## config.mk

```make
export PLATFORM = sky130hd
export DESIGN_NAME = proc_reset_image_sequencer
export DESIGN_NICKNAME = d
export VERILOG_FILES = /design/src/shared/reset_seq_pkg.sv /design/src/proc_reset_image_sequencer.sv /design/src/boot_order_mem.sv
export SDC_FILE = /design/constraint.sdc
export NUM_CORES = 1
export LEC_CHECK = 0
export BUFFER_PORTS_ARGS = -buffer_cell sky130_fd_sc_hd__buf_2
export CAP_MARGIN = 20
export CORE_UTILIZATION = 55
export CTS_CLUSTER_SIZE = 12
export DETAILED_ROUTE_END_ITERATION = 10
export PLACE_DENSITY_LB_ADDON = 0.1
export REMOVE_ABC_BUFFERS = 1
export SKIP_LAST_GASP = 1
export SYNTH_ARGS = -nofsm -noshare
export SYNTH_HDL_FRONTEND = slang
export SYNTH_SLANG_ARGS = --single-unit
export TNS_END_PERCENT = 10
```

## constraint.sdc

```tcl
create_clock -name clk -period 3.6 [get_ports clk]
set_input_delay 0.54 -clock clk [delete_from_list [all_inputs] [get_ports clk]]
set_output_delay 0.54 -clock clk [all_outputs]
set_load 0.01 [all_outputs]
```

## src/shared/reset_seq_pkg.sv

```systemverilog
// Package for the processor reset and boot-image sequencer
package reset_seq_pkg;
    localparam int unsigned CLK_HZ = 25000000;
    localparam int unsigned NUM_WDOG = 4;
    localparam int unsigned NUM_SLOTS = 4;
    localparam int unsigned SLOT_W = 2;
    localparam int unsigned STEP_W = 3;
    // Release stretch after a successful load, in ns
    localparam int unsigned RELEASE_NS = 200;
    localparam int unsigned RELEASE_CYC = (RELEASE_NS * (CLK_HZ / 1000000) + 999) / 1000;
    localparam int unsigned CNT_W = 8;

    // Watchdog response encoding (static configuration)
    typedef enum logic [1:0] {
        WD_COLD = 2'h0,
        WD_WARM = 2'h1,
        WD_COLD_UPDATE = 2'h2
    } wd_resp_t;

    typedef enum logic [8:0] {
        ST_HOLD = 9'h001,
        ST_POR_SEL = 9'h002,
        ST_ERASE = 9'h004,
        ST_CORE_LOAD = 9'h008,
        ST_LOADER_LOAD = 9'h010,
        ST_NEXT = 9'h020,
        ST_RELEASE = 9'h040,
        ST_RUN = 9'h080,
        ST_FAIL = 9'h100
    } seq_state_t;

    // Image load request towards the flash loader engine
    typedef struct packed {
        logic valid;
        logic factory;
        logic [SLOT_W-1:0] slot;
        logic core;
    } load_req_t;

    typedef struct packed {
        logic done;
        logic ok;
    } load_resp_t;

    typedef struct packed {
        logic erase;
        logic busy;
    } fabric_ctl_t;
endpackage

```

## src/proc_reset_image_sequencer.sv

```systemverilog
// Processor reset and boot-image sequencer of the secure manager
`timescale 1ns/1ps
// Notes on behaviour
// RL1: Cold-reset pin active starts a cold reset of processor and peripherals.
// RL2: Cold-reset pin is driven active whenever the processor is in reset.
// RL3: Reconfig request holds off or restarts fabric config and cold resets processor.
// RL4: External driver holds reconfig and cold-reset pins for minimum time.
// RL5: Board must not tie cold-reset pin to configuration flash reset.
// RL6: After power-on reset, production images are tried in configured order.
// RL7: If all production images fail, the factory image is loaded.
// RL8: Factory select pin at power-on reset skips production images entirely.
// RL9: Any of four watchdogs expiring triggers the configured one of three responses.
// RL10: Cold response reloads loader from previous image, then releases processor.
// RL11: Cold response leaves fabric configuration untouched.
// RL12: Warm response holds then releases processor without reloading.
// RL13: Warm response leaves fabric unchanged.
// RL14: Update response loads loader from next valid image or factory, then releases.
// RL15: Update response erases fabric then reconfigures from next valid or factory.
// RL16: Flash must always hold a valid factory core image.
// RL17: Failed loader load keeps processor in reset; response is static three-value setting.
module proc_reset_image_sequencer (
    input wire logic clk, // Manager clock, 25 MHz
    input wire logic rst, // Power-on reset, async, active high
    input wire logic cold_reset_in_n, // Cold-reset pin level seen at pad
    output logic cold_reset_out, // Cold-reset pin output value (low)
    output logic cold_reset_oe_n, // Cold-reset pin enable, low drives
    input wire logic reconfig_request_n, // Reconfiguration request pin, active low
    input wire logic factory_select_pin, // Direct-to-factory pin, active high
    input wire logic [reset_seq_pkg::NUM_WDOG-1:0] wdog_expired, // Watchdog expiry pulses
    input wire reset_seq_pkg::wd_resp_t wd_resp_cfg, // Static watchdog response
    input wire logic order_wr_en, // Boot order write strobe
    input wire logic [reset_seq_pkg::STEP_W-1:0] order_wr_addr, // Boot order step
    input wire logic [reset_seq_pkg::SLOT_W:0] order_wr_data, // Valid flag and slot
    output reset_seq_pkg::load_req_t load_req, // Image load request
    input wire reset_seq_pkg::load_resp_t load_resp, // Image load response
    output reset_seq_pkg::fabric_ctl_t fabric_ctl, // Fabric erase and busy
    output logic proc_reset, // Processor subsystem reset, active high
    output logic [reset_seq_pkg::SLOT_W-1:0] cur_slot, // Slot of last good image
    output logic cur_factory, // Last good image is factory
    output logic load_failed // Sequence ended in failure
);
    reset_seq_pkg::seq_state_t state_q, state_d;
    logic [reset_seq_pkg::STEP_W-1:0] step_q;
    logic try_factory_q;
    logic reload_core_q;
    logic same_image_q;
    logic [reset_seq_pkg::CNT_W-1:0] cnt_q;
    logic [reset_seq_pkg::SLOT_W:0] order_rd;
    logic pin_q;
    logic cfg_q;
    logic wd_any;
    logic cold_req;
    logic cfg_req;
    logic req_pend_q;
    logic [reset_seq_pkg::SLOT_W-1:0] good_slot_q;
    logic good_factory_q;
    logic load_busy_q;
    logic settle_q;
    logic slot_ok;
    logic run_evt;

    function automatic logic step_last(input logic [reset_seq_pkg::STEP_W-1:0] s);
        return s == reset_seq_pkg::STEP_W'(reset_seq_pkg::NUM_SLOTS - 1);
    endfunction

    function automatic logic [reset_seq_pkg::STEP_W-1:0] step_next(input logic [reset_seq_pkg::STEP_W-1:0] s);
        return s + 1'b1;
    endfunction

    boot_order_mem u_order (
        .clk(clk),
        .rst(rst),
        .wr_en(order_wr_en),
        .wr_addr(order_wr_addr),
        .wr_data(order_wr_data),
        .rd_addr(step_q),
        .rd_data(order_rd)
    );

    // Edge sources for the reset requests
    always_ff @(posedge clk or posedge rst) begin
        if (rst) begin
            pin_q <= 1'b1;
            // Low so a request held through power-on is no edge
            cfg_q <= 1'b0;
        end else begin
            pin_q <= cold_reset_in_n;
            cfg_q <= reconfig_request_n;
        end
    end

    // RL9: any watchdog expiry
    assign wd_any = |wdog_expired;
    // RL1: external cold reset
    assign cold_req = !cold_reset_in_n && pin_q && (state_q == reset_seq_pkg::ST_RUN);
    // RL3: reconfig falling edge
    assign cfg_req = !reconfig_request_n && cfg_q;
    assign run_evt = (state_q == reset_seq_pkg::ST_RUN) && (cold_req || wd_any);
    assign slot_ok = try_factory_q || order_rd[reset_seq_pkg::SLOT_W];

    // Fabric needs reconfiguration after a reconfig request
    always_ff @(posedge clk or posedge rst) begin
        if (rst) begin
            req_pend_q <= 1'b0;
        end else if (cfg_req) begin
            req_pend_q <= 1'b1;
        end else if (state_q == reset_seq_pkg::ST_POR_SEL && reconfig_request_n) begin
            req_pend_q <= 1'b0;
        end
    end

    always_comb begin
        state_d = state_q;
        unique case (state_q)
            reset_seq_pkg::ST_HOLD: begin
                // RL3: hold off configuration while request held
                if (reconfig_request_n) begin
                    state_d = reset_seq_pkg::ST_POR_SEL;
                end
            end
            reset_seq_pkg::ST_POR_SEL: begin
                state_d = reset_seq_pkg::ST_ERASE;
            end
            reset_seq_pkg::ST_ERASE: begin
                if (cnt_q == '0) begin
                    state_d = reset_seq_pkg::ST_CORE_LOAD;
                end
            end
            reset_seq_pkg::ST_CORE_LOAD: begin
                if (settle_q) begin
                    state_d = reset_seq_pkg::ST_CORE_LOAD;
                end else if (!slot_ok) begin
                    state_d = reset_seq_pkg::ST_NEXT;
                end else if (load_resp.done) begin
                    state_d = load_resp.ok ? reset_seq_pkg::ST_LOADER_LOAD : reset_seq_pkg::ST_NEXT;
                end
            end
            reset_seq_pkg::ST_LOADER_LOAD: begin
                if (load_resp.done) begin
                    state_d = load_resp.ok ? reset_seq_pkg::ST_RELEASE : reset_seq_pkg::ST_NEXT;
                end
            end
            reset_seq_pkg::ST_NEXT: begin
                // RL17: failure of factory or same image stays in reset
                if (try_factory_q || same_image_q) begin
                    state_d = reset_seq_pkg::ST_FAIL;
                end else begin
                    state_d = reload_core_q ? reset_seq_pkg::ST_CORE_LOAD : reset_seq_pkg::ST_LOADER_LOAD;
                end
            end
            reset_seq_pkg::ST_RELEASE: begin
                if (cnt_q == '0) begin
                    state_d = reset_seq_pkg::ST_RUN;
                end
            end
            reset_seq_pkg::ST_RUN: begin
                // RL13: warm keeps fabric
                if (run_evt) begin
                    state_d = reset_seq_pkg::ST_RELEASE;
                end
            end
            reset_seq_pkg::ST_FAIL: begin
                state_d = reset_seq_pkg::ST_FAIL;
            end
            default: begin
                state_d = reset_seq_pkg::ST_HOLD;
            end
        endcase
        if (run_evt) begin
            if (cold_req || wd_resp_cfg == reset_seq_pkg::WD_COLD) begin
                // RL10: reload loader from same image
                state_d = reset_seq_pkg::ST_LOADER_LOAD;
            end else if (wd_resp_cfg == reset_seq_pkg::WD_COLD_UPDATE) begin
                // RL15: erase before next image
                state_d = reset_seq_pkg::ST_ERASE;
            end
        end
        // RL3: reconfig request restarts everything
        if (cfg_req || !reconfig_request_n) begin
            state_d = reset_seq_pkg::ST_HOLD;
        end
    end

    always_ff @(posedge clk or posedge rst) begin
        if (rst) begin
            state_q <= reset_seq_pkg::ST_HOLD;
        end else begin
            state_q <= state_d;
        end
    end

    // Image selection state
    always_ff @(posedge clk or posedge rst) begin
        if (rst) begin
            step_q <= '0;
            try_factory_q <= 1'b0;
            reload_core_q <= 1'b1;
            same_image_q <= 1'b0;
        end else if (state_q == reset_seq_pkg::ST_POR_SEL) begin
            step_q <= '0;
            // RL8: factory pin sampled at power-on skips production
            try_factory_q <= factory_select_pin && !req_pend_q;
            reload_core_q <= 1'b1;
            same_image_q <= 1'b0;
        end else if (run_evt) begin
            if (cold_req || wd_resp_cfg == reset_seq_pkg::WD_COLD) begin
                // RL11: fabric kept, loader only from same image
                reload_core_q <= 1'b0;
                same_image_q <= 1'b1;
            end else if (wd_resp_cfg == reset_seq_pkg::WD_COLD_UPDATE) begin
                // RL14: advance to next valid image
                reload_core_q <= 1'b1;
                same_image_q <= 1'b0;
                if (good_factory_q || step_last(step_q)) begin
                    try_factory_q <= 1'b1;
                end else begin
                    step_q <= step_next(step_q);
                end
            end
        end else if (state_q == reset_seq_pkg::ST_NEXT && !try_factory_q && !same_image_q) begin
            // RL6: next production slot in order
            reload_core_q <= 1'b1;
            if (step_last(step_q)) begin
                // RL7: fall back to factory
                try_factory_q <= 1'b1;
            end else begin
                step_q <= step_next(step_q);
            end
        end
    end

    // Erase and release timers
    always_ff @(posedge clk or posedge rst) begin
        if (rst) begin
            cnt_q <= '0;
        end else if (state_d != state_q) begin
            cnt_q <= reset_seq_pkg::CNT_W'(reset_seq_pkg::RELEASE_CYC);
        end else if (cnt_q != '0) begin
            cnt_q <= cnt_q - 1'b1;
        end
    end

    // Record the image that last loaded successfully
    always_ff @(posedge clk or posedge rst) begin
        if (rst) begin
            good_slot_q <= '0;
            good_factory_q <= 1'b0;
        end else if (state_q == reset_seq_pkg::ST_LOADER_LOAD && load_resp.done && load_resp.ok) begin
            good_slot_q <= order_rd[reset_seq_pkg::SLOT_W-1:0];
            good_factory_q <= try_factory_q;
        end
    end

    // One request per load phase
    always_ff @(posedge clk or posedge rst) begin
        if (rst) begin
            load_busy_q <= 1'b0;
        end else if (state_d != state_q) begin
            load_busy_q <= 1'b0;
        end else if (load_req.valid) begin
            load_busy_q <= 1'b1;
        end
    end

    // Order memory read lags a step change by one cycle
    always_ff @(posedge clk or posedge rst) begin
        if (rst) begin
            settle_q <= 1'b0;
        end else begin
            settle_q <= (state_q == reset_seq_pkg::ST_NEXT);
        end
    end

    always_comb begin
        load_req.valid = 1'b0;
        if (!load_busy_q && !settle_q) begin
            if (state_q == reset_seq_pkg::ST_LOADER_LOAD) begin
                load_req.valid = 1'b1;
            end else if (state_q == reset_seq_pkg::ST_CORE_LOAD) begin
                load_req.valid = slot_ok;
            end
        end
        load_req.factory = try_factory_q;
        load_req.slot = same_image_q ? good_slot_q : order_rd[reset_seq_pkg::SLOT_W-1:0];
        load_req.core = (state_q == reset_seq_pkg::ST_CORE_LOAD);
    end

    // RL15: fabric erased before core reload
    assign fabric_ctl.erase = (state_q == reset_seq_pkg::ST_ERASE);
    // RL11: fabric idle outside erase and core load
    assign fabric_ctl.busy = (state_q == reset_seq_pkg::ST_ERASE) || (state_q == reset_seq_pkg::ST_CORE_LOAD);

    // RL12: processor held in reset until run
    assign proc_reset = (state_q != reset_seq_pkg::ST_RUN);
    // RL2: drive pin low while processor in reset
    assign cold_reset_out = 1'b0;
    assign cold_reset_oe_n = !proc_reset;
    // Record of the image now running
    assign cur_slot = good_slot_q;
    assign cur_factory = good_factory_q;
    assign load_failed = (state_q == reset_seq_pkg::ST_FAIL);
endmodule

```

## src/boot_order_mem.sv

```systemverilog
// Small registered memory holding the user boot order of production slots
`timescale 1ns/1ps
module boot_order_mem (
    input wire logic clk, // Clock
    input wire logic rst, // Async reset, active high
    input wire logic wr_en, // Write strobe
    input wire logic [reset_seq_pkg::STEP_W-1:0] wr_addr, // Write step
    input wire logic [reset_seq_pkg::SLOT_W:0] wr_data, // Bit top valid, rest slot
    input wire logic [reset_seq_pkg::STEP_W-1:0] rd_addr, // Read step
    output logic [reset_seq_pkg::SLOT_W:0] rd_data // Registered read data
);
    localparam int unsigned DEPTH = 1 << reset_seq_pkg::STEP_W;
    logic [reset_seq_pkg::SLOT_W:0] mem_q [DEPTH];

    always_ff @(posedge clk or posedge rst) begin
        if (rst) begin
            for (int i = 0; i < DEPTH; i++) begin
                mem_q[i] <= '0;
            end
        end else if (wr_en) begin
            mem_q[wr_addr] <= wr_data;
        end
    end

    always_ff @(posedge clk or posedge rst) begin
        if (rst) begin
            rd_data <= '0;
        end else begin
            rd_data <= mem_q[rd_addr];
        end
    end
endmodule

```

---- After elaboration in Yosys (flattened, before gate mapping) ----
Index checks and enable logic that the tools add are counted.
cells by class
  bitwise logic cells ..................... 2
  magnitude comparators ................... 3
  muxes and demuxes ....................... 56
  eq/ne operators ......................... 19
  reductions and logical operators ........ 42
  add/sub/neg operators ................... 2
operator list
  operator                                                               number
  9-bit two-way mux                                                      13
  9-bit case mux with 9 select lines                                     1
  3-bit two-way mux                                                      10
  24-bit bitwise mux                                                     1
  1-bit two-way mux                                                      23
  8-bit two-way mux                                                      2
  1-bit logical AND                                                      12
  5-bit AND reduction                                                    2
  3-bit binary-select mux with 3-bit select                              1
  3-bit demux with 3-bit select                                          1
  9-bit by 1-bit equality test with 1-bit output, second input constant  1
  9-bit by 2-bit equality test with 1-bit output, second input constant  1
  9-bit by 3-bit equality test with 1-bit output, second input constant  1
  9-bit by 4-bit equality test with 1-bit output, second input constant  1
  9-bit by 5-bit equality test with 1-bit output, second input constant  1
  9-bit by 6-bit equality test with 1-bit output, second input constant  1
  9-bit by 7-bit equality test with 1-bit output, second input constant  1
  9-bit by 8-bit equality test with 1-bit output, second input constant  1
  9-bit equality test, second input constant                             1
  3-bit != test, second input constant                                   3
  9-bit by 8-bit != test with 1-bit output, second input constant        1
  9-bit != test                                                          1
  3-bit nonzero test                                                     3
  4-bit greater-or-equal comparator, second input constant               2
  20 further kinds                                                       39
word-level totals
  output and inout bits ................... 14
  logic and storage cells ................. 146
  register bits ........................... 58
  input bits .............................. 20

---- Logic depth before layout (Yosys ltp) ----
Gate-level depths: netlist (run 1).
  word-level depth ........................ 13
  mapped depth ............................ 10
  gate-level depth less buffers ........... 9

---- Modules after synthesis ----
A second synthesis (run 1) with hierarchy kept.
second synthesis, totals
  cells, all modules ...................... 303
  area total of the unflattened synthesis .. 3295.7 sq um
by module, submodules not included
  module                      area each (sq um)  times used  cells each  seq. area each (sq um)
  proc_reset_image_sequencer  2060.7             1           232         779.5
  boot_order_mem              1234.9             1           71          675.6

---- Worst setup path after synthesis (run 1) ----
No wires, ideal clock.
  kind .................................... flip-flop to flip-flop
  start ................................... register state_q[7]
  end ..................................... register cnt_q[2] in the netlist's numbering
  data required time ...................... 3461 ps
  setup slack ............................. 724 ps
  path buffers ............................ 1
  library setup time ...................... 139 ps
  cell stages (with the launch flop) ...... 9
  arrival ................................. 2738 ps
  clock period less this slack ............ 2876 ps
  cell sequence ........................... dfrtp_1 -> clkbuf_1 -> or3_1 -> nor4_1 -> or2b_1 -> and3b_1 -> o21ai_2 -> nand3_4 -> or4_1
RTL lines
  item                    RTL line                           text
  start, declared         proc_reset_image_sequencer.sv:42   reset_seq_pkg::seq_state_t state_q, state_d;
  start signal, assigned  proc_reset_image_sequencer.sv:186  state_q <= reset_seq_pkg::ST_HOLD;
  start signal, assigned  proc_reset_image_sequencer.sv:188  state_q <= state_d;
  end signal, assigned    proc_reset_image_sequencer.sv:237  cnt_q <= reset_seq_pkg::CNT_W'(reset_seq_pkg::RELEASE_CYC);
  end signal, assigned    proc_reset_image_sequencer.sv:239  cnt_q <= cnt_q - 1'b1;
  end, declared           proc_reset_image_sequencer.sv:47   logic [reset_seq_pkg::CNT_W-1:0] cnt_q;

---- Worst setup path after layout (run 1) ----
  start ................................... register state_q[2]
  end ..................................... register cnt_q[2] in the netlist's numbering
between the ends
  cells in the longest elaborated chain, start to end .. 12
  elaborated cells between the ends (all ways) .. 29
  those cells by class .................... eq/ne (10); mux (14); reduce/logical (5)
RTL lines
  item                                                     RTL line                                                                                               text
  9-bit by 8-bit equality test with 1-bit output           proc_reset_image_sequencer.sv:95, proc_reset_image_sequencer.sv:98, proc_reset_image_sequencer.sv:114
  1-bit logical AND                                        proc_reset_image_sequencer.sv:95                                                                       assign cold_req = !cold_reset_in_n && pin_q && (state_q == reset_seq_pkg::ST_RUN);
  1-bit logical OR                                         proc_reset_image_sequencer.sv:98                                                                       assign run_evt = (state_q == reset_seq_pkg::ST_RUN) && (cold_req || wd_any);
  1-bit logical AND                                        proc_reset_image_sequencer.sv:98
  9-bit two-way mux                                        proc_reset_image_sequencer.sv:158                                                                      if (run_evt) begin
  9-bit case mux with 9 select lines                       proc_reset_image_sequencer.sv:114                                                                      unique case (state_q)
  9-bit two-way mux                                        proc_reset_image_sequencer.sv:173                                                                      end else if (wd_resp_cfg == reset_seq_pkg::WD_COLD_UPDATE) begin
  9-bit two-way mux                                        proc_reset_image_sequencer.sv:170                                                                      if (cold_req || wd_resp_cfg == reset_seq_pkg::WD_COLD) begin
  9-bit two-way mux                                        proc_reset_image_sequencer.sv:169                                                                      if (run_evt) begin
  9-bit two-way mux                                        proc_reset_image_sequencer.sv:179                                                                      if (cfg_req || !reconfig_request_n) begin
  9-bit != test (*)                                        proc_reset_image_sequencer.sv:236                                                                      end else if (state_d != state_q) begin
  8-bit two-way mux or 2-bit nonzero test (tied branches)  -
Mark *: on every way between the ends. The rest lies on a longest branch, timed or not.
A chain may end at the register's enable or synchronous reset.

==> results of run 1 <==
-- synth_stat cells (2+ instances only) --
cell type,instances,share of area
dfrtp_1,55,0.42
mux2_2,30,0.10
nand2_1,27,0.031
nor2_1,25,0.029
a21oi_1,16,0.025
nor3_1,13,0.020
o21ai_0,12,0.018
inv_1,11,0.013
nand3_1,8,0.012
nor2b_1,7,0.013
mux4_2,6,0.041
nand4_1,6,0.012
clkbuf_1,5,0.0058
nor3b_1,5,0.012
or4_1,5,0.012
and2_1,4,0.0077
buf_2,4,0.0061
nand2b_1,4,0.0077
nand4b_1,4,0.011
or3_1,4,0.0077
xnor2_1,4,0.011
a22o_1,3,0.0081
and3_1,3,0.0058
dfstp_2,3,0.024
ha_1,3,0.012
a211o_1,2,0.0054
a31oi_1,2,0.0038
buf_4,2,0.0046
nor3_2,2,0.0061
nor4_1,2,0.0038
o21a_1,2,0.0046
o31ai_1,2,0.0046
o32a_1,2,0.0061
or2_2,2,0.0038
or2b_1,2,0.0046
or4_4,2,0.0069
xor2_1,2,0.0054
-- cells by family after synthesis --
family,Yosys count,synth area share
AOI/OAI and AO/OA,50,0.102
xor gates and xnor gates,6,0.0161
adders and majority gates,3,0.0115
buffers and inverters,23,0.0327
DFF,58,0.447
muxes,37,0.148
other,1,0.00115
and+or+nand+nor,135,0.242
-- registers in the layout, summed over array words and instances, names as in the netlist --
name and count:
settle_q 1, reload_core_q 1, cur_factory 1, cur_slot 2
try_factory_q 1, state_q 9, cfg_q 1, load_busy_q 1
u_order.mem_q 24, step_q 3, pin_q 1, cnt_q 8
same_image_q 1, u_order.rd_data 3, req_pend_q 1
-- cell type report --
cell class                      instances  area share
Clock inverter                          5      0.0150
Clock buffer                           10      0.0376
Sequential cell                        58       0.397
Inverter                               11      0.0113
Tap cell                               72      0.0246
Multi-Input combinational cell        232       0.463
Timing Repair Buffer                   36      0.0519
-- cells in the final DEF, fill, tap and decap left out, drive strengths merged, types with 3 or more instances in the layout --
| cell | synthesis | final |
|---|---|---|
| mux2 | 30 | 30 |
| and2 | 4 | 4 |
| nand3 | 9 | 9 |
| dfstp | 3 | 3 |
| xnor2 | 4 | 4 |
| and3 | 3 | 3 |
| or4 | 7 | 7 |
| mux4 | 6 | 6 |
| nor2b | 7 | 7 |
| nor3 | 15 | 15 |
| nor3b | 5 | 5 |
| nor4 | 4 | 4 |
| nand4b | 4 | 4 |
| inv | 11 | 11 |
| nand2b | 4 | 4 |
| or3 | 4 | 4 |
| dfrtp | 55 | 55 |
| a22o | 3 | 3 |
| nand2 | 27 | 27 |
| nand4 | 6 | 6 |
| nor2 | 25 | 25 |
| clkbuf | 5 | 10 |
| ha | 3 | 3 |
| a21oi | 17 | 17 |
| o21ai | 13 | 13 |
| buf | 7 | 36 |
-- path summary, 6_finish.rpt --
| path | startpoint | to | slack (ns) | cells past startpoint |
|---|---|---|---|---|
| worst max-delay path | state_q[2] | cnt_q[2] | 0.49 | 7 |
| worst max register to register | state_q[2] | cnt_q[2] | 0.49 | 7 |
| worst min-delay path | rst | u_order.rd_data[1] | 0.27 | 2 |
| worst min register to register | u_order.mem_q[0] | u_order.mem_q[0] | 0.50 | 1 |
| min in group clk | cold_reset_in_n | pin_q | 0.31 | 1 |
| max in group asynchronous | rst | reload_core_q | 2.62 | 3 |
-- per-layer routing --
metal	wire length, um	up-vias
met5	0	-
met4	246	0
met3	319	19
met2	3620	83
met1	3120	1225
li1	-	1226
-- metrics by stage --
step | total power [uW] | utilization | setup WS (ns) | instance area (um2) | std cells
after floorplan | 1210 | - | 0.747 | 3190 | 301
after CTS | 1930 | 0.654 | 0.563 | 3660 | 424
after detailed placement | 1340 | 0.619 | 0.583 | 3470 | 409
after global placement | 1330 | 0.619 | 0.622 | 3470 | 409
final | 1920 | 0.654 | 0.487 | 3660 | 424
after global routing | 2020 | 0.654 | 0.377 | 3660 | 424
-- where the power goes --
| group | internal (uW) | switching [uW] | leakage (uW) |
|---|---|---|---|
| sequential | 771 | 98.7 | 0.000730 |
| clock | 332 | 257 | 0.0000941 |
| combinational | 233 | 226 | 0.000752 |
-- worst max-delay path: cells and delay by family (launching register included) --
family	cells	cell delay, ns
DFF	1	0.51
AOI/OAI and AO/OA	2	0.62
and+or+nand+nor	5	1.86
==> results.sh, run 1 <==
export IMPL_status="finished clean"
export IMPL_cts_buffer_depth=2
export IMPL_skew_ns=0.0108
export IMPL_clock_sinks=58
export IMPL_synth_edf_count=0
export IMPL_setup_violations=0
export IMPL_grt_max_degree=30
export IMPL_cp_start_kind="flip-flop"
export IMPL_ys_flop_type="dfrtp_1"
export IMPL_period_share=0.865
export IMPL_grt_pass1_vias=2562
export IMPL_fin_tns_setup_ns=0
export IMPL_cts_root_buffer="clkbuf_8"
export IMPL_met3_usage=0.0690
export IMPL_arrival_ns=3.31
export IMPL_hp_class="input pin to async pin"
export IMPL_vias=2553
export IMPL_multiInputGateArea_um2=1700
export IMPL_firstDrtPassIters=5
export IMPL_fin_crit_ns=3.11
export IMPL_ys_warn_count=0
export IMPL_avgSynthCellArea_um2=10.4
export IMPL_syn_area_um2=3260
export IMPL_cap_violations=0
export IMPL_gp_congestion=0.886
export IMPL_required_ns=3.80
export IMPL_wirelength_um=7300
export IMPL_antenna_found_initial=0
export IMPL_cp_end_kind="flip-flop"
export IMPL_cpPeakStageDelay_ns=0.55
export IMPL_crit_slowest_cell="or4_1"
export IMPL_cts_setup_buffers=0
export IMPL_cts_resized=0
export IMPL_cp_max_fo=10
export IMPL_numCtsBuffers=9
export IMPL_hold_viol=0
export IMPL_yosysSeqAreaShare=0.447
export IMPL_timing_fmax_mhz=321
export IMPL_fp_dieH_um=79.0
export IMPL_fp_dieW_um=79.0
export IMPL_route_detailed_drc=0
export IMPL_hpwl_um=5490
export IMPL_grtUsageMet2=0.437
export IMPL_cts_tree="done"
export IMPL_ys_types=59
export IMPL_vias_per_cell=6.02
export IMPL_postSynthRegisterBits=58
export IMPL_row_count=27
export IMPL_num_io_pins=34
export IMPL_synthCells=313
export IMPL_ctsHtreeMaxLevel=3
export IMPL_rsz0062_at_grt="no"
export IMPL_power_leakage_uw=0.00158
export IMPL_diodes=0
export IMPL_fillers=483
export IMPL_worstSkewPairLatency_ns=0.33
export IMPL_drt_initial_drc_count=210
export IMPL_clkTransAtPathRegs_ns=0.07
export IMPL_dieArea_um2=6230
export IMPL_grt_pass1_wl_um=12000
export IMPL_nNetsFinal=371
export IMPL_antenna_left=0
export IMPL_cp_cell_sequence="nor4_4 > and3_1 > nand2_1 > o21a_1 > a2111oi_2 > nand3_4 > or4_1"
export IMPL_worstMarginPinSlew_ns=0.838
export IMPL_max_slew_margin=0.427
export IMPL_use_met1=0.306
export IMPL_final_layout_size_suffix_gt1_frac=0.301
export IMPL_slew_viol_final=0
export IMPL_core_area_um2=5610
export IMPL_portBuffers=32
export IMPL_ff_latch_area_um2=1460
export IMPL_area_growth_pct=12.5
export IMPL_power_density_nw_per_um2=523
export IMPL_ir_drop_v=0.000322
export IMPL_hold_ws_ns=0.267
export IMPL_grt_ovfl_total=0
export IMPL_initial_core_util=0.581
export IMPL_ctsHoldBuffers=0
export IMPL_grtUsageTotal=0.261
export IMPL_wl_per_cell_um=17.2
export IMPL_grt_busiest_layer="met2"
export IMPL_path_class="flip-flop to flip-flop"
export IMPL_async_flop_share=1.00
(Power assumes the default switching activity.)
==> run 2: changes to the inputs <==
==> constraint.sdc (replaced) <==
create_clock -name clk -period 3.6 [get_ports clk]
set_input_delay 0.72 -clock clk [delete_from_list [all_inputs] [get_ports clk]]
set_output_delay 0.72 -clock clk [all_outputs]
set_load 0.01 [all_outputs]
==> run 2 against run 1 <==
  * Die area stayed put
  * Via count down 0.31%
  * Sequential power barely moved
  * Register-to-register slack improved by 0.04 ns
  * Routed wire length decreased by 1.8%
  * Clock-buffer cell count grew 1
  * Total power is 2.7% higher
  * First-iteration DRC count fell by 30%
  * Cell count grew 0.47%
==> results.sh, run 2 (same netlist as run 1, synthesis figures left out) <==
export IMPL_cp_start_kind="flip-flop"
export IMPL_vias=2545
export IMPL_grt_max_degree=32
export IMPL_ir_drop_v=0.000340
export IMPL_largestRegisters="u_order.mem_q (24), state_q (9), cnt_q (8)"
export IMPL_worstSkewPairLatency_ns=0.33
export IMPL_status="finished clean"
export IMPL_fin_tns_setup_ns=0
export IMPL_clkTransAtPathRegs_ns=0.07
export IMPL_hold_viol=0
export IMPL_final_layout_size_suffix_gt1_frac=0.299
export IMPL_clkPwrFrac=0.324
export IMPL_cts_buffer_depth=2
export IMPL_reg2reg_setup_slack_ns=0.53
export IMPL_num_io_pins=34
export IMPL_ctsHtreeMaxLevel=3
export IMPL_vias_per_cell=5.97
export IMPL_switching_share=0.293
export IMPL_cts_tree="done"
export IMPL_route_detailed_drc=0
export IMPL_row_count=27
export IMPL_grt_pass1_wl_um=11800
export IMPL_timing_fmax_mhz=300
export IMPL_arrival_ns=2.61
export IMPL_nNetsFinal=372
export IMPL_max_slew_margin=0.575
export IMPL_cp_cell_sequence="nor2_1 > nand3_1 > nor2_1 > o21ai_0 > a211oi_1 > buf_2"
export IMPL_seq_power_share=0.441
export IMPL_dieArea_um2=6230
export IMPL_p_int_uw=1390
export IMPL_power_leakage_uw=0.00160
export IMPL_grt_ovfl_total=0
export IMPL_layout_common_cells="dfrtp_1, buf_2, mux2_2"
export IMPL_grtUsageTotal=0.253
export IMPL_cap_violations=0
export IMPL_ctsHoldBuffers=0
export IMPL_cts_setup_buffers=0
export IMPL_fin_crit_ns=3.33
export IMPL_skew_ns=0.0150
export IMPL_layout_commonest_cell="dfrtp_1"
export IMPL_clock_sinks=58
export IMPL_wirelength_um=7170
export IMPL_fp_dieW_um=79.0
export IMPL_gp_congestion=0.975
export IMPL_area_growth_pct=13.3
export IMPL_setup_violations=0
export IMPL_wl_per_cell_um=16.8
export IMPL_portBuffers=32
export IMPL_largest_reg_flops=24
export IMPL_slew_viol_final=0
export IMPL_crit_slowest_cell="nor2_1"
export IMPL_antenna_left=0
export IMPL_switchingPower_uw=577
export IMPL_crit_top_cell="nor2_1"
export IMPL_hp_class="input pin to async pin"
export IMPL_cts_resized=0
export IMPL_drt_initial_drc_count=148
export IMPL_required_ns=2.88
export IMPL_stdcell_count=426
export IMPL_fillers=467
export IMPL_dp_cells=410
export IMPL_firstDrtPassIters=4
export IMPL_fp_dieH_um=79.0
export IMPL_path_class="flip-flop to output port"
export IMPL_cp_end_kind="output port"
export IMPL_power_density_nw_per_um2=534
export IMPL_diodes=0
export IMPL_cpPeakStageDelay_ns=0.51
export IMPL_pwr_share_comb=0.235
export IMPL_cts_root_buffer="clkbuf_8"
export IMPL_worstMarginPinSlew_ns=0.636
export IMPL_rsz0062_at_grt="no"
export IMPL_antenna_found_initial=0
export IMPL_max_flop_register="u_order.mem_q"
export IMPL_grt_pass1_vias=2441
export IMPL_hpwl_um=5270
export IMPL_cp_max_fo=10
export IMPL_numCtsBuffers=9
export IMPL_rr_worst_depth=7
export IMPL_initial_core_util=0.581
export IMPL_core_area_um2=5610
export IMPL_period_share=0.925
[run 2: changes by cell type in the layout (fill, tap and decap cells not counted)]
cell / change
clkinvlp_4: -2
clkbuf_1: +2
clkbuf_8: -1
buf_4: +1
bufinv_16: +1
clkinv_4: +1
[run 2: per-stage QoR]
step	cell area (um2)	worst slack, ns	total power (uW)	util	hold slack [ns]
final	3690	0.270	1970	0.658	0.471
after global routing	3690	0.151	2080	0.658	0.473
after CTS	3690	0.286	1990	0.658	0.471
after detailed placement	3480	0.391	1340	0.620	0.489
after global placement	3480	0.452	1330	0.620	0.484
after floorplan	3190	0.703	1210	-	0.474
[run 2: power by group through the flow]
stage	logic (uW)	clock network (uW)	registers, uW
2_1_floorplan	356	0	851
3_3_place_gp	452	0	874
5_1_grt	516	683	885
6_report	463	638	870
4_1_cts	464	657	869
3_5_place_dp	461	0	879
[run 2: worst paths after layout]
kind	from	end
max	state_q[5]	load_req[4]
min	rst	cur_slot[1]
max reg2reg	state_q[2]	cnt_q[2]
min reg2reg	u_order.mem_q[14]	u_order.mem_q[14]
max in group asynchronous	rst	state_q[0]
min in group clk	cold_reset_in_n	pin_q
[run 2: layout make-up]
cell class                      count  area [um2]  area share
Tap cell                           72        90.1      0.0244
Inverter                           11        41.3      0.0112
Clock inverter                      5        78.8      0.0214
Sequential cell                    58        1460       0.394
Clock buffer                       11         131      0.0356
Multi-Input combinational cell    232        1700       0.459
Timing Repair Buffer               37         198      0.0536
[run 2: per-layer routing]
layer | up-vias | GRT usage | part of all wire
li1 | 1221 | - | -
met1 | 1233 | 0.330 | 0.45
met2 | 75 | 0.403 | 0.48
met3 | 16 | 0.0621 | 0.053
met4 | 0 | 0.104 | 0.022
met5 | - | 0 | 0
[run 2: worst max-delay path, delay by kind of cell (launching register included)]
kind / cells / cell delay, ns
compound gates: 2 / 0.48
buf+inv: 1 / 0.20
flops: 1 / 0.49
simple gates: 3 / 1.11
==> run 3: changes to the inputs <==
--- a/config.mk
+++ b/config.mk
@@ -10,6 +10,7 @@
 export CORE_UTILIZATION = 55
 export CTS_CLUSTER_SIZE = 12
 export DETAILED_ROUTE_END_ITERATION = 10
+export MAX_ROUTING_LAYER = met4
 export PLACE_DENSITY_LB_ADDON = 0.1
 export REMOVE_ABC_BUFFERS = 1
 export SKIP_LAST_GASP = 1
==> run 3 against run 2 <==
  * Combinational power hardly changed
  * Register-to-register slack better by 0.03 ns
  * Design area shrank 0.14%
  * Clock-buffer cell count increased by 1
  * Non-clock buffer count unchanged
  * Total power decreased by 1.6%
  * Hold slack worse by 0.036 ns
  * Utilization fell by 0.089 points
  * Cell count unchanged
  * Highest routed layer unchanged
  * Sequential cell count did not move
  * Largest cell class unchanged
==> results.sh, run 3 (same netlist as run 1, synthesis figures left out) <==
export IMPL_status="finished clean"
export IMPL_rsz0062_at_grt="no"
export IMPL_cts_resized=0
export IMPL_switching_share=0.298
export IMPL_pwr_share_comb=0.240
export IMPL_vias=2597
export IMPL_r2r_start="state_q[3]"
export IMPL_wl_per_cell_um=17.0
export IMPL_core_area_um2=5610
export IMPL_hold_ws_ns=0.435
export IMPL_max_slew_margin=0.549
export IMPL_cts_setup_buffers=0
export IMPL_diodes=0
export IMPL_antenna_found_initial=0
export IMPL_layout_common_cells="dfrtp_1, buf_2, mux2_2"
export IMPL_skew_ns=0.0104
export IMPL_timing_fmax_mhz=303
export IMPL_crit_start="state_q[8]"
export IMPL_hpwl_um=5310
export IMPL_initial_core_util=0.581
export IMPL_ir_drop_v=0.000347
export IMPL_grt_max_degree=29
export IMPL_firstDrtPassIters=5
export IMPL_setup_violations=0
export IMPL_clkPwrFrac=0.312
export IMPL_largest_reg_flops=24
export IMPL_power_density_nw_per_um2=526
export IMPL_p_int_uw=1360
export IMPL_worstMarginPinSlew_ns=0.671
export IMPL_fin_crit_ns=3.30
export IMPL_vias_per_cell=6.10
export IMPL_largestRegisters="u_order.mem_q (24), state_q (9), cnt_q (8)"
export IMPL_antenna_left=0
export IMPL_hold_viol=0
export IMPL_cap_violations=0
export IMPL_r2r_end="cnt_q[2]"
export IMPL_clock_sinks=58
export IMPL_clkTransAtPathRegs_ns=0.07
export IMPL_slew_viol_final=0
export IMPL_row_count=27
export IMPL_dieArea_um2=6230
export IMPL_grt_pass1_wl_um=12100
export IMPL_portBuffers=32
export IMPL_worstSkewPairLatency_ns=0.33
export IMPL_wirelength_um=7250
export IMPL_period_share=0.917
export IMPL_cts_tree="done"
export IMPL_seq_power_share=0.448
export IMPL_rr_worst_depth=7
export IMPL_place_worst_setup_slack_ns=0.366
export IMPL_ctsHtreeMaxLevel=3
export IMPL_fp_dieH_um=79.0
export IMPL_route_detailed_drc=0
export IMPL_reg2reg_setup_slack_ns=0.56
export IMPL_numCtsBuffers=9
export IMPL_max_flop_register="u_order.mem_q"
export IMPL_nNetsFinal=372
export IMPL_layout_commonest_cell="dfrtp_1"
export IMPL_worst_slack_ns=0.298
export IMPL_cp_end_kind="output port"
export IMPL_final_util=0.657
export IMPL_grtUsageTotal=0.266
export IMPL_num_io_pins=34
export IMPL_hp_class="input pin to async pin"
export IMPL_grt_ovfl_total=0
export IMPL_arrival_ns=2.58
export IMPL_switchingPower_uw=578
export IMPL_grt_pass1_vias=2537
export IMPL_fp_dieW_um=79.0
export IMPL_drt_initial_drc_count=163
export IMPL_path_class="flip-flop to output port"
export IMPL_cts_buffer_depth=2
export IMPL_ctsHoldBuffers=0
export IMPL_cp_start_kind="flip-flop"
export IMPL_cts_root_buffer="clkbuf_8"
export IMPL_required_ns=2.88
export IMPL_fin_tns_setup_ns=0
export IMPL_cp_max_fo=11
export IMPL_final_layout_size_suffix_gt1_frac=0.302
export IMPL_area_growth_pct=13.1
export IMPL_power_leakage_uw=0.00159
export IMPL_gp_congestion=0.960
-- run 3: changes by cell type in the layout (fill, tap and decap cells not counted), sizes merged --
| cell | before | now |
|---|---|---|
| clkinv | 3 | 1 |
| clkinvlp | 0 | 2 |
| bufinv | 2 | 1 |
| clkbuf | 11 | 12 |
-- run 3: routing by layer --
layer	track usage	vias to the layer above	wire length, um
li1	-	1218	-
met2	0.420	95	3610
met3	0.0678	16	408
met5	-	-	0
met1	0.326	1268	3080
met4	0.116	0	148
-- run 3: power by group through the flow --
stage	sequential (uW)	clock, uW	combinational [uW]
after floorplan	851	0	356
after global placement	872	0	458
after detailed placement	878	0	461
after CTS	867	618	467
after global routing	888	642	522
final	868	606	465
-- run 3: how the worst max path moves through the flow --
stage	depth (start not counted)	to
2_1_floorplan	7	cnt_q[2]
3_3_place_gp	8	cnt_q[2]
3_5_place_dp	8	cnt_q[2]
4_1_cts	6	load_req[4]
5_1_grt	6	load_req[4]
6_report	6	load_req[4]
-- run 3: layout make-up --
type                            count  area, um2
Inverter                           11       41.3
Clock inverter                      4       50.0
Tap cell                           72       90.1
Clock buffer                       12        155
Multi-Input combinational cell    232       1700
Fill cell                         476       1920
Timing Repair Buffer               37        198
Sequential cell                    58       1460
-- run 3: metrics by stage --
| step | area [um2] | std cells | total power (uW) |
|---|---|---|---|
| finish | 3680 | 426 | 1940 |
| global placement | 3480 | 410 | 1330 |
| CTS | 3680 | 426 | 1950 |
| detailed placement | 3480 | 410 | 1340 |
| floorplan | 3190 | 301 | 1210 |
| global route | 3680 | 426 | 2050 |
-- run 3: worst max-delay path, cell delays in order (launching register included) --
cell and delay, ns:
dfrtp_1 0.50, nor3_2 0.50, nand3_1 0.31, nor2_1 0.29
o21ai_0 0.12, a211oi_1 0.34, buf_2 0.19
